**config.mk**
```make
export PLATFORM = sky130hd
export DESIGN_NAME = rsc_reset_source
export DESIGN_NICKNAME = d
export VERILOG_FILES = /design/src/verilog/rsc_pkg.sv /design/src/verilog/rsc_sync.sv /design/src/verilog/rsc_reset_source.sv
export VERILOG_INCLUDE_DIRS = /design/src /design/src/verilog
export SDC_FILE = /design/constraint.sdc
export NUM_CORES = 1
export LEC_CHECK = 0
export ABC_AREA = 1
export BUFFER_PORTS_ARGS = -buffer_cell sky130_fd_sc_hd__clkbuf_2
export CAP_MARGIN = 20
export CORE_ASPECT_RATIO = 1.1
export CORE_MARGIN = 2
export CORE_UTILIZATION = 40
export CTS_CLUSTER_DIAMETER = 40
export DETAILED_ROUTE_END_ITERATION = 8
export SLEW_MARGIN = 10
export SYNTH_ARGS = -nofsm -noshare
export SYNTH_HDL_FRONTEND = slang
export SYNTH_SLANG_ARGS = --single-unit
```
**constraint.sdc**
```tcl
create_clock -name clk -period 1.7 [get_ports clk]
set_clock_uncertainty 0.2 [all_clocks]
set_input_delay 0.085 -clock clk [delete_from_list [all_inputs] [get_ports clk]]
set_output_delay 0.085 -clock clk [all_outputs]
set_load 0.005 [all_outputs]
```
**src/verilog/rsc_cfg.svh**
```systemverilog
/*
 * Constants for the reset-source capture block: register address, page,
 * bit positions, reset values and timing counts.
 * Assumes inclusion by bare name from design files under verilog/.
 */
`ifndef RSC_CFG_SVH
`define RSC_CFG_SVH

`define RSC_SFR_ADDR 8'hEF
`define RSC_SFR_PAGE 8'h00
`define RSC_BIT_PIN 0
`define RSC_BIT_POR 1
`define RSC_BIT_CLK 2
`define RSC_BIT_WDT 3
`define RSC_BIT_SW 4
`define RSC_BIT_CMP 5
`define RSC_BIT_FLASH 6
`define RSC_EN_RESET 1'b0
`define RSC_CAUSE_RESET 7'h02
`define RSC_HOLD_NS 40
`define RSC_CLK_MHZ 200
`define RSC_HOLD_CYC (((`RSC_HOLD_NS * `RSC_CLK_MHZ) + 999) / 1000)

`endif

```
**src/verilog/rsc_pkg.sv**
```systemverilog
/*
 * Types shared by the reset-source capture block.
 * Assumes nothing beyond a SystemVerilog compiler.
 */
package rsc_pkg;
   typedef enum logic [2:0] {
      RSC_SRC_NONE,
      RSC_SRC_POR,
      RSC_SRC_PIN,
      RSC_SRC_CLK,
      RSC_SRC_CMP,
      RSC_SRC_WDT,
      RSC_SRC_SW,
      RSC_SRC_FLASH
   } rsc_src_t;

   typedef enum logic [1:0] {
      RSC_RUN,
      RSC_HOLD,
      RSC_RELEASE
   } rsc_state_t;
endpackage : rsc_pkg

```
**src/verilog/rsc_sync.sv**
```systemverilog
/*
 * Two-flip-flop synchroniser for a vector of asynchronous levels.
 * Assumes inputs are quasi-static levels; no multi-bit coherence is given.
 */
`timescale 1ns/1ps
`default_nettype none

module rsc_sync #(
   parameter int WIDTH = 4
) (
   input wire logic clk,
   input wire logic rstn,
   input wire logic [WIDTH-1:0] async_in,
   output logic [WIDTH-1:0] sync_out
);
   logic [WIDTH-1:0] meta_q;

   // First stage is read only by the second stage
   always_ff @(posedge clk or negedge rstn) begin
      if (!rstn) begin
         meta_q <= '0;
         sync_out <= '0;
      end else begin
         meta_q <= async_in;
         sync_out <= meta_q;
      end
   end
endmodule : rsc_sync

`default_nettype wire

```
**src/verilog/rsc_reset_source.sv**
```systemverilog
/*
 * Reset-cause and reset-enable register with the system reset request
 * generator. Records which source caused the last system reset.
 * Assumes: rstn is the power-on reset only; system resets requested by this
 * block are tracked by its own request sequencer state.
 * Source requests other than flash_fault and the software force are asynchronous levels and are synchronised here.
 */
//
// Operation
// Register sits at address 0xEF, page 0x00; eight bits, bit 7 reads zero.
// Bit 6 reads 1 only after a flash-error reset.
// Writing 1 to bit 5 enables low comparator output as reset source.
// Bit 5 reads 1 only after a comparator-caused reset.
// Writing 1 to bit 4 forces a full system reset at once.
// Bit 4 reads 1 after a software-forced reset.
// Bit 3 reads 1 after a watchdog reset; writes ignored.
// Writing 1 to bit 2 enables the clock-loss detector reset.
// Enabled clock-loss detector resets device; bit 2 then reads 1.
// Writing 1 to bit 1 enables the supply monitor reset.
// Software enables supply-monitor reset only after monitor is stable.
// Bit 1 reads 1 after power-on or monitor reset; others undefined.
// Bit 0 reads 1 after an external pin reset; writes ignored.
// Software must not read-modify-write this register.
// Writing 0 to the clock-loss enable disables the detector.
// Enabled comparator resets device while its output is low. The code clears the enable at reset, so the request ends after the hold count.
`timescale 1ns/1ps
`default_nettype none
`include "rsc_cfg.svh"

module rsc_reset_source #(
   parameter int HOLD_CYC = `RSC_HOLD_CYC
) (
   input wire logic clk,
   input wire logic rstn,
   input wire logic [7:0] sfr_addr,
   input wire logic [7:0] sfr_page,
   input wire logic sfr_wr,
   input wire logic sfr_rd,
   input wire logic [7:0] sfr_wdata,
   output logic [7:0] sfr_rdata,
   input wire logic ext_reset_pin_n,
   input wire logic comparator_out,
   input wire logic clock_loss_detector,
   input wire logic supply_low,
   input wire logic watchdog_overflow,
   input wire logic flash_fault,
   output logic sys_reset_req,
   output logic clock_loss_enable_out,
   output logic supply_monitor_enable_out
);
   ////////////////////////////////////////////////////////////////////////
   // Synchronised source levels
   logic [4:0] src_raw;
   logic [4:0] src_sync;
   logic pin_low;
   logic cmp_low;
   logic clk_lost;
   logic vdd_low;
   logic wdt_hit;

   assign src_raw = {watchdog_overflow, supply_low, clock_loss_detector, ~comparator_out, ~ext_reset_pin_n};

   // Every source but flash_fault and the software force passes two stages; the sync clears to zero, which is the
   // idle level of each line once the low-true pin and comparator are inverted
   rsc_sync #(
      .WIDTH(5)
   ) u_sync (
      .clk(clk),
      .rstn(rstn),
      .async_in(src_raw),
      .sync_out(src_sync)
   );

   assign pin_low = src_sync[0];
   assign cmp_low = src_sync[1];
   assign clk_lost = src_sync[2];
   assign vdd_low = src_sync[3];
   assign wdt_hit = src_sync[4];

   ////////////////////////////////////////////////////////////////////////
   // Register access decode
   logic sel;
   logic wr_hit;

   assign sel = (sfr_addr == `RSC_SFR_ADDR) && (sfr_page == `RSC_SFR_PAGE);
   assign wr_hit = sel && sfr_wr;

   ////////////////////////////////////////////////////////////////////////
   // Enable bits; written bits take effect the cycle after the write
   logic cmp_en_q;
   logic clk_en_q;
   logic vdd_en_q;
   logic sw_force;
   logic in_reset;

   assign sw_force = wr_hit && sfr_wdata[`RSC_BIT_SW];

   // Enables drop at every system reset so sources start disabled
   // A write landing on the edge a reset starts is lost; software writes again
   always_ff @(posedge clk or negedge rstn) begin
      if (!rstn) begin
         cmp_en_q <= `RSC_EN_RESET;
         clk_en_q <= `RSC_EN_RESET;
         vdd_en_q <= `RSC_EN_RESET;
      end else if (in_reset) begin
         cmp_en_q <= `RSC_EN_RESET;
         clk_en_q <= `RSC_EN_RESET;
         vdd_en_q <= `RSC_EN_RESET;
      end else if (wr_hit) begin
         cmp_en_q <= sfr_wdata[`RSC_BIT_CMP];
         clk_en_q <= sfr_wdata[`RSC_BIT_CLK];
         vdd_en_q <= sfr_wdata[`RSC_BIT_POR];
      end
   end

   assign clock_loss_enable_out = clk_en_q;
   assign supply_monitor_enable_out = vdd_en_q;

   ////////////////////////////////////////////////////////////////////////
   // Source arbitration; power and pin take priority, then the rest
   rsc_pkg::rsc_src_t src_now;

   always_comb begin
      src_now = rsc_pkg::RSC_SRC_NONE;
      if (vdd_en_q && vdd_low) begin
         src_now = rsc_pkg::RSC_SRC_POR;
      end else if (pin_low) begin
         src_now = rsc_pkg::RSC_SRC_PIN;
      end else if (clk_en_q && clk_lost) begin
         src_now = rsc_pkg::RSC_SRC_CLK;
      end else if (cmp_en_q && cmp_low) begin
         src_now = rsc_pkg::RSC_SRC_CMP;
      end else if (wdt_hit) begin
         src_now = rsc_pkg::RSC_SRC_WDT;
      end else if (flash_fault) begin
         src_now = rsc_pkg::RSC_SRC_FLASH;
      end else if (sw_force) begin
         src_now = rsc_pkg::RSC_SRC_SW;
      end
   end

   ////////////////////////////////////////////////////////////////////////
   // Reset request sequencer: hold the request at least HOLD_CYC cycles
   // and until the reset pin has gone away; the comparator, clock-loss and supply sources lose their enables at reset
   rsc_pkg::rsc_state_t state_q;
   logic [15:0] hold_q;
   logic level_active;

   assign level_active = pin_low || (vdd_low && vdd_en_q) || (clk_lost && clk_en_q) || (cmp_low && cmp_en_q);
   assign in_reset = (state_q != rsc_pkg::RSC_RUN);

   always_ff @(posedge clk or negedge rstn) begin
      if (!rstn) begin
         state_q <= rsc_pkg::RSC_HOLD;
         hold_q <= 16'h0000;
      end else begin
         case (state_q)
            rsc_pkg::RSC_RUN: begin
               if (src_now != rsc_pkg::RSC_SRC_NONE) begin
                  state_q <= rsc_pkg::RSC_HOLD;
                  hold_q <= 16'h0000;
               end
            end
            rsc_pkg::RSC_HOLD: begin
               // Count first, then wait for the pin, the one source still counted in level_active once the enables clear, to let go; a pulse
               // source shorter than the count still gets the full hold time
               if (hold_q >= 16'(HOLD_CYC - 1) && !level_active) begin
                  state_q <= rsc_pkg::RSC_RELEASE;
               end else if (hold_q < 16'(HOLD_CYC - 1)) begin
                  hold_q <= hold_q + 16'h0001;
               end
            end
            rsc_pkg::RSC_RELEASE: begin
               state_q <= rsc_pkg::RSC_RUN;
            end
            default: begin
               state_q <= rsc_pkg::RSC_HOLD;
            end
         endcase
      end
   end

   // Enables were cleared above, so only the pin can hold the request
   assign sys_reset_req = in_reset;

   ////////////////////////////////////////////////////////////////////////
   // Cause flags; captured when a reset begins, held until the next one
   logic [6:0] cause_q;

   always_ff @(posedge clk or negedge rstn) begin
      if (!rstn) begin
         cause_q <= `RSC_CAUSE_RESET; // Power-on reset reads as bit 1
      end else if (state_q == rsc_pkg::RSC_RUN && src_now != rsc_pkg::RSC_SRC_NONE) begin
         // Only the winning source is recorded, so exactly one flag reads 1
         cause_q <= 7'h00;
         case (src_now)
            rsc_pkg::RSC_SRC_POR: cause_q[`RSC_BIT_POR] <= 1'b1;
            rsc_pkg::RSC_SRC_PIN: cause_q[`RSC_BIT_PIN] <= 1'b1;
            rsc_pkg::RSC_SRC_CLK: cause_q[`RSC_BIT_CLK] <= 1'b1;
            rsc_pkg::RSC_SRC_CMP: cause_q[`RSC_BIT_CMP] <= 1'b1;
            rsc_pkg::RSC_SRC_WDT: cause_q[`RSC_BIT_WDT] <= 1'b1;
            rsc_pkg::RSC_SRC_SW: cause_q[`RSC_BIT_SW] <= 1'b1;
            rsc_pkg::RSC_SRC_FLASH: cause_q[`RSC_BIT_FLASH] <= 1'b1;
            default: cause_q <= 7'h00;
         endcase
      end
   end

   ////////////////////////////////////////////////////////////////////////
   // Read data: flags in 6:0, bit 7 zero; writes never touch flags
   // Registered so the bus sees the flags one cycle after the strobe
   always_ff @(posedge clk or negedge rstn) begin
      if (!rstn) begin
         sfr_rdata <= 8'h00;
      end else if (sel && sfr_rd) begin
         sfr_rdata <= {1'b0, cause_q};
      end else begin
         sfr_rdata <= 8'h00;
      end
   end
endmodule : rsc_reset_source

`default_nettype wire

```
==> results.cfg <==
[placement]
io_buffers = 39
gp_congestion = 0.771
place_hpwl_um = 2390
place_inst = 314
place_ws_ns = -0.146

[critical_path]
arrival_ns = 1.75
slowest_stage = dfrtp_1
start_kind = register
crit_type = reg2reg
crit_top_cell = nand3_2
end_kind = register
crit_start = hold_q[0]
path_cells = ha_2 > nand2_2 > nand3_2 > nor2_2 > nand3_2 > o21ai_4 > nand2_4 > buf_12 > clkinv_8 > nor2_4
crit_buf_inv = 2
path_max_fanout = 6
critical_path_required_ns = 1.70
max_stage_delay_ns = 0.40
cp_top_family = simple AND/OR/NAND/NOR gates
worstReg2RegStart = hold_q[0]
r2r_slack_ns = -0.05

[status]
outcome = complete, but fails checks
violations = negative setup slack

[logic_synthesis]
yosysUniqueCellTypes = 29
ys_seq_area_frac = 0.567
synth_top_area_share = 0.541
synthTopCellsByArea = dfrtp_1 (54%), nand2_1 (7.9%), inv_1 (6.2%)
ys_ff_latch = 45
yosys_warnings = 0
synthCells = 208
yosysTopAreaCell = dfrtp_1
syn_avg_cell_area_um2 = 9.56
syn-num-nets = 245
syn_area_mm2 = 0.00199

[detailed_routing]
viasPerCell = 4.39
vias = 1475
wl_per_cell_um = 10.1
antenna_left = 0
drt_first_pass_iters = 4
wirelength_um = 3390
drcViolationCount = 0
drt_iter0_drc = 44

[layout]
layout.nets = 316
mostFrequentLayoutCell = dfrtp_1
area_growth_pct = 35.2
layout_common_cells = dfrtp_1 (43), clkbuf_2 (38), nand2_1 (35)
drive_gt1_frac = 0.404
layoutNonFillerInstCount = 336
n_antenna_cell = 0

[power]
switchingPower_mw = 1.34
combPwrFrac = 0.426
p_int_mw = 2.40
p_leak_nw = 1.38
swShare = 0.358
p_per_area_mw_per_mm2 = 1390
ir_drop_uv = 800
pwr-share-clk = 0.221
p_seq_frac = 0.353

[floorplanning]
dieHeight_um = 78.0
core_area_mm2 = 0.00472
die_area_mm2 = 0.00555
die_w_um = 71.2
num_rows = 26
ios = 45
start_util = 0.422

[sta]
whs_ns = 0.0853
hold_violations = 0
finalWorstSetupSlack_ns = -0.0537
min_period_ns = 1.75
max_freq_mhz = 570
setup_viol = 16
rsz0062_at_grt = true
relSlewSlack = 0.645
finalMaxSlewViolations = 0
fin_crit_sh = 1.03
worst_pin_slew_ns = 0.532

[global_route]
grt_pass1_wl_um = 6090
grt_max_degree = 46
gr-total-overflow = 0
gr-usage-all-layers = 0.139
antenna_found_initial = 0
grt_pass1_vias = 1536

[flow_run]
cap_violations = 0

[clock_tree]
cts_tree = done
h-tree-depth = 2
clock-root-buffer = clkbuf_8
insertion_delay_ns = 0.30
cts.sinks = 45
path_clk_slew_ns = 0.08
clock_path_buffers = 2
cts_buffers = 5

[worst_hold_path]
min_path_type = in2reg
hold_start = flash_fault
-- power by group through the flow --
stage	Combinational, mW	Clock (mW)	Sequential, mW
CTS	1.32	0.851	1.31
global route	1.77	0.904	1.34
finish	1.59	0.828	1.32
global placement	1.22	0	1.33
detailed placement	1.23	0	1.33
floorplan	0.897	0	1.33
-- layer usage --
metal / global-route usage / part of all wire / vias up
li1: - / - / 775
met1: 0.168 / 0.45 / 672
met5: 0 / 0 / -
met2: 0.225 / 0.50 / 20
met4: 0.0698 / 0.020 / 0
met3: 0.0377 / 0.030 / 8
-- Yosys cell counts --
master	n
o21ai_2	1
inv_4	1
nand2_2	2
nor4_1	2
a21oi_2	1
conb_1	1
nor3_2	1
a21oi_4	1
dfstp_2	2
nand2_1	42
inv_2	3
buf_4	1
nand3_1	18
nor4_2	1
o21ai_4	1
nor2_2	8
inv_1	33
o21ai_0	7
nor2_1	21
a21oi_1	1
ha_1	3
buf_12	1
xor2_1	1
nor3b_1	1
nand4_2	2
buf_2	1
nor2_4	6
dfrtp_1	43
nand2_4	2
-- cell type report --
cell class	instances	area, um2
Inverter	37	151
Sequential cell	45	1130
Fill cell	406	2030
Tap cell	56	70.1
Multi-Input combinational cell	123	747
Clock inverter	2	37.5
Clock buffer	6	82.6
Timing Repair Buffer	66	455
Timing Repair inverter	1	16.3
-- path summary, 6_finish.rpt --
| path | endpoint | depth (start not counted) |
|---|---|---|
| min in group asynchronous | u_sync.meta_q[2] | 3 |
| setup reg to reg | hold_q[12] | 10 |
| max in group asynchronous | cause_q[1] | 3 |
| setup / recovery | hold_q[12] | 10 |
| hold reg to reg | u_sync.sync_out[2] | 0 |
| hold / removal | cause_q[0] | 6 |
-- flip-flops by register name, summed over array words and instances, names as in the netlist --
name / cells
cause_q: 7
state_q: 2
hold_q: 16
clock_loss_enable_out: 1
cmp_en_q: 1
sfr_rdata: 7
u_sync.meta_q: 5
u_sync.sync_out: 5
supply_monitor_enable_out: 1
-- metrics by stage --
| step | setup TNS (ns) | util | total power [mW] | area (um2) |
|---|---|---|---|---|
| 2_1_floorplan | -0.825 | - | 2.23 | 2000 |
| 3_3_place_gp | -1.10 | 0.495 | 2.55 | 2330 |
| 3_5_place_dp | -1.90 | 0.495 | 2.56 | 2330 |
| 4_1_cts | -0.288 | 0.548 | 3.48 | 2590 |
| 5_1_grt | -2.11 | 0.570 | 4.01 | 2690 |
| 6_report | -0.567 | 0.570 | 3.74 | 2690 |
-- kinds of logic (layout without fill, tap and decap cells) --
family / Yosys count / count (layout) / share of synthesized area
and+or+nand+nor: 106 / 106 / 0.275
AOI/OAI and AO/OA: 12 / 12 / 0.0453
DFF: 45 / 45 / 0.567
adders and majority gates: 3 / 3 / 0.0189
other: 1 / 1 / 0.00188
xor gates and xnor gates: 1 / 1 / 0.00440
buffers and inverters: 40 / 112 / 0.0874
-- worst register-to-register path, cell delays in order (launching register included) --
cell and delay, ns:
dfrtp_1 0.40, ha_2 0.20, nand2_2 0.07, nand3_2 0.06
nor2_2 0.09, nand3_2 0.11, o21ai_4 0.18, nand2_4 0.08
buf_12 0.14, clkinv_8 0.08, nor2_4 0.03
-- timing repair --
item,4_1_cts,5_1_grt
hold buffers,11,0
hold endpoints to repair,58,0
cloned,0,1
pin swaps,4,3
setup endpoints to repair,19,26
setup buffers,0,2
resized for setup,7,18
No activity file was read; power rests on OpenSTA's default activity.
